File: config.mk
export PLATFORM = sky130hd
export DESIGN_NAME = timer_channel_flags_counter
export DESIGN_NICKNAME = d
export VERILOG_FILES = /design/src/logic/tmr_pkg.sv /design/src/logic/timer_channel_flags_counter.sv
export SDC_FILE = /design/constraint.sdc
export NUM_CORES = 1
export LEC_CHECK = 0
export BUFFER_PORTS_ARGS = -buffer_cell sky130_fd_sc_hd__buf_2
export CORE_MARGIN = 3
export CORE_UTILIZATION = 62
export DETAILED_ROUTE_END_ITERATION = 10
export GPL_TIMING_DRIVEN = 0
export PLACE_DENSITY = 0.91
export SKIP_CTS_REPAIR_TIMING = 1
export SYNTH_ARGS = -nofsm -noshare
export SYNTH_HDL_FRONTEND = slang
export SYNTH_SLANG_ARGS = --single-unit
File: constraint.sdc
create_clock -name clk_i -period 2.95 [get_ports clk_i]
set_input_delay 0.59 -clock clk_i [delete_from_list [all_inputs] [get_ports clk_i]]
set_output_delay 0.59 -clock clk_i [all_outputs]
set_load 0.01 [all_outputs]
File: src/logic/tmr_pkg.sv
// Package for the two-channel capture/compare timer core.
// Assumes one system clock; register indices are local to this block.
package tmr_pkg;

  localparam int NUM_CH = 2;

  // Register indices per channel: address = {channel, index}
  localparam logic [2:0] IDX_IRQ_EN   = 3'h0;
  localparam logic [2:0] IDX_STATUS   = 3'h1;
  localparam logic [2:0] IDX_COUNTER  = 3'h2;
  localparam logic [2:0] IDX_GEN_A    = 3'h3;
  localparam logic [2:0] IDX_GEN_B    = 3'h4;
  localparam logic [2:0] IDX_CONTROL  = 3'h5;
  localparam logic [3:0] ADDR_RUN     = 4'hf;

  // Interrupt enable field positions
  localparam int IE_SPARE7 = 7;
  localparam int IE_ONE6   = 6;
  localparam int IE_OVF    = 4;
  localparam int IE_B      = 1;
  localparam int IE_A      = 0;

  // Status field positions
  localparam int ST_OVF = 4;
  localparam int ST_B   = 1;
  localparam int ST_A   = 0;
  localparam logic [7:0] ST_FIXED_ONES = 8'hc0;

  // Control fields: bits 3:0 mode of A, bits 7:4 mode of B
  localparam int CT_A_LSB = 0;
  localparam int CT_B_LSB = 4;

  // Reset values and counter maximum
  localparam logic [15:0] COUNTER_RST = 16'h0000;
  localparam logic [15:0] GEN_RST     = 16'hffff;
  localparam logic [15:0] COUNTER_MAX = 16'hffff;

  // Capture edge selection from the low two bits of an I/O mode nibble
  typedef enum logic [1:0] {
    EDGE_RISE = 2'b00,
    EDGE_FALL = 2'b01,
    EDGE_BOTH = 2'b10,
    EDGE_BOTH2 = 2'b11
  } edge_sel_e;

  // Per-channel interrupt requests
  typedef struct packed {
    logic overflow_irq;
    logic reg_b_irq;
    logic reg_a_irq;
  } irq_s;

endpackage

File: src/logic/timer_channel_flags_counter.sv
// Two-channel 16-bit timer core: counters, compare/capture registers, flags.
// Assumes a CPU register port on clk_i and asynchronous capture pins.
`timescale 1ns/10ps

module timer_channel_flags_counter (
  // Clock and reset
  input  wire logic                  clk_i,
  input  wire logic                  sys_rst_i,
  input  wire logic                  standby_i,
  // Register port
  input  wire logic [3:0]            addr_i,
  input  wire logic [15:0]           wdata_i,
  input  wire logic                  wr_i,
  input  wire logic                  rd_i,
  output logic      [15:0]           rdata_o,
  // Capture pins, one per general register
  input  wire logic [1:0]            cap_a_pin_i,
  input  wire logic [1:0]            cap_b_pin_i,
  // Interrupt requests
  output tmr_pkg::irq_s [1:0]        irq_o
);
  import tmr_pkg::*;

  // ----------------------------------------------------------------
  // Helpers
  // ----------------------------------------------------------------

  // Capture edge detect on a synchronised level
  function automatic logic edge_hit(input logic [3:0] mode, input logic cur,
                                    input logic prev);
    logic rise;
    logic fall;
    rise = cur & ~prev;
    fall = ~cur & prev;
    case (edge_sel_e'(mode[1:0]))
      EDGE_RISE: edge_hit = rise;
      EDGE_FALL: edge_hit = fall;
      default:   edge_hit = rise | fall;
    endcase
  endfunction

  // Decode of a channel register access, used for writes and for the status read
  function automatic logic hit(input logic [3:0] a, input int ch, input logic [2:0] idx);
    hit = (a[3] == ch[0]) && (a[2:0] == idx) && (a != ADDR_RUN);
  endfunction

  // ----------------------------------------------------------------
  // State
  // ----------------------------------------------------------------
  logic [7:0]  irq_en     [NUM_CH];
  logic [2:0]  flags      [NUM_CH];  // {ovf, b, a}
  logic [2:0]  flag_seen  [NUM_CH];  // flag read as one since last write
  logic [15:0] counter    [NUM_CH];
  logic [15:0] gen_a      [NUM_CH];
  logic [15:0] gen_b      [NUM_CH];
  logic [7:0]  io_mode    [NUM_CH];
  logic [1:0]  run;
  logic [1:0]  a_sync1, a_sync2, a_prev;
  logic [1:0]  b_sync1, b_sync2, b_prev;
  logic [1:0]  stby_sync;
  logic [2:0]  next_set   [NUM_CH];

  // Two-stage synchronisers for pins and standby, plus edge history
  always_ff @(posedge clk_i) begin
    if (sys_rst_i) begin
      a_sync1   <= 2'b00;
      a_sync2   <= 2'b00;
      a_prev    <= 2'b00;
      b_sync1   <= 2'b00;
      b_sync2   <= 2'b00;
      b_prev    <= 2'b00;
      stby_sync <= 2'b00;
    end else begin
      a_sync1   <= cap_a_pin_i;
      a_sync2   <= a_sync1;
      a_prev    <= a_sync2;
      b_sync1   <= cap_b_pin_i;
      b_sync2   <= b_sync1;
      b_prev    <= b_sync2;
      stby_sync <= {stby_sync[0], standby_i};
    end
  end

  // Counter run bits, one per channel
  // run bits
  always_ff @(posedge clk_i) begin
    if (sys_rst_i) begin
      run <= 2'b00;
    end else if (wr_i && addr_i == ADDR_RUN) begin
      run <= wdata_i[1:0];
    end
  end

  // ----------------------------------------------------------------
  // Per-channel logic
  // ----------------------------------------------------------------
  for (genvar ch = 0; ch < NUM_CH; ch++) begin : g_ch
    logic cap_a;
    logic cap_b;
    logic a_is_cap;
    logic b_is_cap;
    logic wrap;

    assign a_is_cap = io_mode[ch][CT_A_LSB+3];
    assign b_is_cap = io_mode[ch][CT_B_LSB+3];
    assign cap_a = a_is_cap & edge_hit(io_mode[ch][CT_A_LSB +: 4], a_sync2[ch], a_prev[ch]);
    assign cap_b = b_is_cap & edge_hit(io_mode[ch][CT_B_LSB +: 4], b_sync2[ch], b_prev[ch]);
    // A software counter write in the wrap cycle overrides counting, so no overflow then
    assign wrap  = run[ch] & (counter[ch] == COUNTER_MAX) & ~stby_sync[1]
                   & ~(wr_i && hit(addr_i, ch, IDX_COUNTER));

    // Flag set sources in this cycle
    always_comb begin
      next_set[ch] = 3'b000;
      next_set[ch][2] = wrap;
      next_set[ch][1] = b_is_cap ? cap_b : (counter[ch] == gen_b[ch]);
      next_set[ch][0] = a_is_cap ? cap_a : (counter[ch] == gen_a[ch]);
    end

    // Counter: cleared by reset and standby, else write, else count
    always_ff @(posedge clk_i) begin
      if (sys_rst_i || stby_sync[1]) begin
        counter[ch] <= COUNTER_RST;
      end else if (wr_i && hit(addr_i, ch, IDX_COUNTER)) begin
        counter[ch] <= wdata_i;
      end else if (run[ch]) begin
        counter[ch] <= counter[ch] + 16'h0001;
      end
    end

    // General registers: software write, or capture of the counter
    always_ff @(posedge clk_i) begin
      if (sys_rst_i) begin
        gen_a[ch] <= GEN_RST;
        gen_b[ch] <= GEN_RST;
      end else begin
        if (cap_a) begin
          gen_a[ch] <= counter[ch];
        end else if (wr_i && hit(addr_i, ch, IDX_GEN_A)) begin
          gen_a[ch] <= wdata_i;
        end
        if (cap_b) begin
          gen_b[ch] <= counter[ch];
        end else if (wr_i && hit(addr_i, ch, IDX_GEN_B)) begin
          gen_b[ch] <= wdata_i;
        end
      end
    end

    // Enable and I/O mode registers
    always_ff @(posedge clk_i) begin
      if (sys_rst_i) begin
        irq_en[ch]  <= 8'h00;
        io_mode[ch] <= 8'h00;
      end else begin
        if (wr_i && hit(addr_i, ch, IDX_IRQ_EN)) begin
          irq_en[ch] <= wdata_i[7:0] & 8'h93;
        end
        if (wr_i && hit(addr_i, ch, IDX_CONTROL)) begin
          io_mode[ch] <= wdata_i[7:0];
        end
      end
    end

    // Flags and read-as-one memory for the clear handshake
    always_ff @(posedge clk_i) begin
      if (sys_rst_i) begin
        flags[ch]     <= 3'b000;
        flag_seen[ch] <= 3'b000;
      end else if (wr_i && hit(addr_i, ch, IDX_STATUS)) begin
        // clear after read; ones ignored; set wins
        flags[ch] <= next_set[ch] | (flags[ch] & ~(flag_seen[ch] &
                     ~{wdata_i[ST_OVF], wdata_i[ST_B], wdata_i[ST_A]}));
        flag_seen[ch] <= 3'b000;
      end else begin
        flags[ch] <= flags[ch] | next_set[ch];
        if (rd_i && hit(addr_i, ch, IDX_STATUS)) begin
          flag_seen[ch] <= flag_seen[ch] | flags[ch];
        end
      end
    end

    // Requests follow flag AND enable
    // gated requests
    assign irq_o[ch].overflow_irq = flags[ch][2] & irq_en[ch][IE_OVF];
    assign irq_o[ch].reg_b_irq    = flags[ch][1] & irq_en[ch][IE_B];
    assign irq_o[ch].reg_a_irq    = flags[ch][0] & irq_en[ch][IE_A];
  end

  // ----------------------------------------------------------------
  // Read data, one cycle after the read strobe
  // ----------------------------------------------------------------
  always_ff @(posedge clk_i) begin
    if (sys_rst_i) begin
      rdata_o <= 16'h0000;
    end else if (rd_i) begin
      if (addr_i == ADDR_RUN) begin
        rdata_o <= {14'h0000, run};
      end else begin
        case (addr_i[2:0])
          IDX_IRQ_EN:  rdata_o <= {8'h00, irq_en[addr_i[3]] | 8'h40};
          IDX_STATUS:  rdata_o <= {8'h00, ST_FIXED_ONES | {3'b000, flags[addr_i[3]][2],
                                   2'b00, flags[addr_i[3]][1:0]}};
          IDX_COUNTER: rdata_o <= counter[addr_i[3]];
          IDX_GEN_A:   rdata_o <= gen_a[addr_i[3]];
          IDX_GEN_B:   rdata_o <= gen_b[addr_i[3]];
          IDX_CONTROL: rdata_o <= {8'h00, io_mode[addr_i[3]]};
          default:     rdata_o <= 16'h0000;
        endcase
      end
    end else begin
      rdata_o <= 16'h0000;
    end
  end

endmodule // timer_channel_flags_counter

==> results.toml <==
[outcome]
run_status = "finished clean"

[sta]
maxClockFrequency_mhz = 350
hold_viol_final = 0
timing_worst_slew_pin_value_ps = 1350
final-max-slew-violation-count = 0
report.final.setup_viol = 0
final_critical_path_required_period_ps = 2860
hold_ws_ps = 356
worst_slew_margin_rel = 0.0901
final.setup_skew_ps = 10.5
grt_setup_unrepaired = "no"
post-route-period-util = 0.968

[floorplanning]
core_region_area_um2 = 14200
dieArea_um2 = 16300
die_w_um = 128
rows = 43
num_io_pins = 51
initial_core_util = 0.648
floorplan.die.height_um = 128

[power]
peakVddDrop_mv = 0.442
pleak_nw = 3.37
powerDensity_nw_per_um2 = 535

[placed_design]
detailedPlacementHpwl_mm = 20.4
gpl.final_weighted_congestion = 1.01
place.detailed.instances = 1100
io_buffers = 47

[cells_and_area]
flow.area_growth_from_synthesis_pct = 11.6
design.final.nets = 979
filler_cell_count = 997
post-route-util = 0.724
finalNonFillerCells = 1135
ratio_of_cells_with_drive_above_1_in_the_final_layout = 0.126

[drt]
total_iterations_of_the_first_detailed_routing_run = 6
drt_iter0_markers = 1051
drcViolationCount = 0
drt.antenna.violating_nets = 0
detailroute.via_count = 7826
drt_wl_total_mm = 28.3
vias_per_cell = 6.90
wire_length_per_cell_um = 24.9

[worst_setup_path]
timing.critical_path.arrival_ps = 2900
critPathRequiredTime_ps = 2990
crit_path_slowest_cell = "o21ai_0"
worstPathCellList = "buf_2 -> clkbuf_1 -> nand3b_1 -> o21ai_0"
critPathMaxStageDelay_ps = 1160
timing.critical_path.from_type = "primary input"
ff2ff_setup_slack_ps = 240
timing.critical_path.fanout_max = 10
end_kind = "register"
timing_worst_setup_path_type = "primary input to register"

[synthesis]
yosys.cell_types.count = 67
yosys-top-cells-area = "edfxtp_1 43%, dfxtp_1 7.0%, xnor2_1 6.9%, o22a_1 6.1%, nand2_1 2.7%"
netlist.area_leader.share = 0.431
synth.ff_latch_count = 164
dominantRegCellSynth = "edfxtp_1"
synth_area_per_cell_um2 = 10.6
ys_warn_count = 0
count_of_flip_flops_with_a_built_in_enable_after_synthesis = 132
synthesis.instances = 867
async_reset_ff_frac = 0
seq_area_frac_synth = 0.500
syn-cell-area_um2 = 9210
synth_largest_area_cell = "edfxtp_1"

[global_route]
grt.overflow.total = 0
via_count_of_the_first_global_routing_pass = 7342
grt_start_max_net_pins = 17
grt.met3_usage = 0.0946
wire_length_of_the_first_global_routing_pass_mm = 42.5
groute.usage.overall = 0.346
met1_usage = 0.469
grt_util_met2 = 0.518
antenna_found_initial = 1
grt.busiest_layer = "met2"

[clocking]
clock_tree.root_cell = "clkbuf_16"
path_clk_slew_ps = 60
clock_latency_ps = 440
clock_tree.buffer_depth = 2
clock_sink_count = 164
cts_max_level = 4
cts_tree = "built"
number_of_clock_buffers_inserted_by_tritoncts = 17

[flow_run]
cap_viol_max_count = 0

[worst_hold_path]
hold_path.class = "primary input to register"
## worst max-delay path: cells and delay by family
kind,cells,cell delay (ps)
AOI/OAI and AO/OA,1,1160
and+or+nand+nor,1,420
buffers and inverters,2,720
## layout make-up
cell class	instances	area, µm²	area share
antenna	2	5.00	0.000487
buffer	81	344	0.0335
clock buffer	20	437	0.0425
clock inverter	12	130	0.0127
inverter	22	82.6	0.00804
multi-input combinational	605	4200	0.409
sequential	164	4600	0.448
tap	180	225	0.0219
timing repair buffer	49	250	0.0243
## report_power, final
part / total, mW / internal (mW) / switching [mW] / leakage, nW
Clock: 2.17 / 1.24 / 0.925 / 0.266
Combinational: 0.646 / 0.222 / 0.424 / 1.66
Sequential: 2.68 / 2.61 / 0.0717 / 1.44
Total: 5.50 / 4.08 / 1.42 / 3.37
## sequential cells by signal, indices dropped and copies added (netlist names)
name,flops
flags,6
flag_seen,6
b_prev,2
b_sync2,2
a_sync2,2
a_prev,2
counter,32
run,2
stby_sync,2
gen_a,32
a_sync1,2
gen_b,32
b_sync1,2
io_mode,16
rdata_o,16
irq_en,8
## cells in the final DEF (no fill, tap or decap), types with 5 or more instances in the layout
| cell | count |
|---|---|
| o41ai_1 | 6 |
| clkbuf_16 | 17 |
| xor2_1 | 13 |
| mux2_2 | 10 |
| or4_1 | 5 |
| conb_1 | 6 |
| o21a_1 | 8 |
| buf_2 | 66 |
| nor2_1 | 32 |
| buf_1 | 7 |
| inv_1 | 22 |
| o22a_1 | 64 |
| nor2b_1 | 15 |
| o21ai_0 | 31 |
| dfxtp_1 | 32 |
| a221oi_1 | 7 |
| nor3_1 | 15 |
| a22oi_1 | 12 |
| a31oi_1 | 9 |
| mux2i_1 | 24 |
| ha_1 | 10 |
| and2_1 | 32 |
| nand4_1 | 24 |
| o211ai_1 | 9 |
| a21oi_1 | 30 |
| edfxtp_1 | 132 |
| clkbuf_1 | 54 |
| xnor2_1 | 73 |
| nor4_1 | 10 |
| nand2_1 | 66 |
| nand3_1 | 23 |
| nand2b_1 | 8 |
## synth_stat cells (15+ instances only)
cell,number
xnor2_1,73
nor3_1,15
nand4_1,24
buf_2,19
dfxtp_1,32
nand3_1,24
and2_1,32
o22a_1,64
nor2_1,32
clkbuf_1,51
mux2i_1,24
inv_1,22
nand2_1,66
edfxtp_1,132
a21oi_1,30
nor2b_1,15
o21ai_0,31
## final timing paths
path / start / endpoint / cells after the start
worst max-delay path: wr_i / io_mode[1][0]$_SDFFCE_PN0P_ / 4
worst min-delay path: standby_i / stby_sync[0]$_SDFF_PP0_ / 2
worst max register to register: a_sync2[1]$_SDFF_PP0_ / gen_a[1][11]$_SDFFCE_PN1P_ / 7
worst min register to register: b_sync1[0]$_SDFF_PP0_ / b_sync2[0]$_SDFF_PP0_ / 1
## metrics by stage
step           setup TNS [ps]  instance area (µm²)  power, mW  worst slack [ps]
3_3_place_gp           -13440                 9690       3.32              -295
4_1_cts                     0                10300       5.46              66.4
2_1_floorplan               0                 9230       3.11               393
3_5_place_dp           -14940                 9690       3.34              -381
6_report                    0                10300       5.50              93.0
5_1_grt                     0                10300       5.63              47.2
## logic make-up (layout without fill, tap and decap cells)
group	count (synthesis)	count (layout)	synth area share
compound gates	204	204	0.161
xor+xnor	86	86	0.0818
fa+ha+maj	10	10	0.0136
buf+inv	103	184	0.0463
flops	164	164	0.500
mux	35	35	0.0408
other cells	1	8	0.000407
simple gates	264	264	0.156
## routing by layer
| metal | routed length (µm) | vias up | share of wire |
|---|---|---|---|
| met5 | 13 | - | 0.00046 |
| met4 | 1430 | 2 | 0.051 |
| met3 | 3830 | 142 | 0.14 |
| met2 | 12600 | 606 | 0.45 |
| met1 | 10400 | 3707 | 0.37 |
| li1 | - | 3369 | - |
No activity file was read; power rests on OpenSTA's default activity.
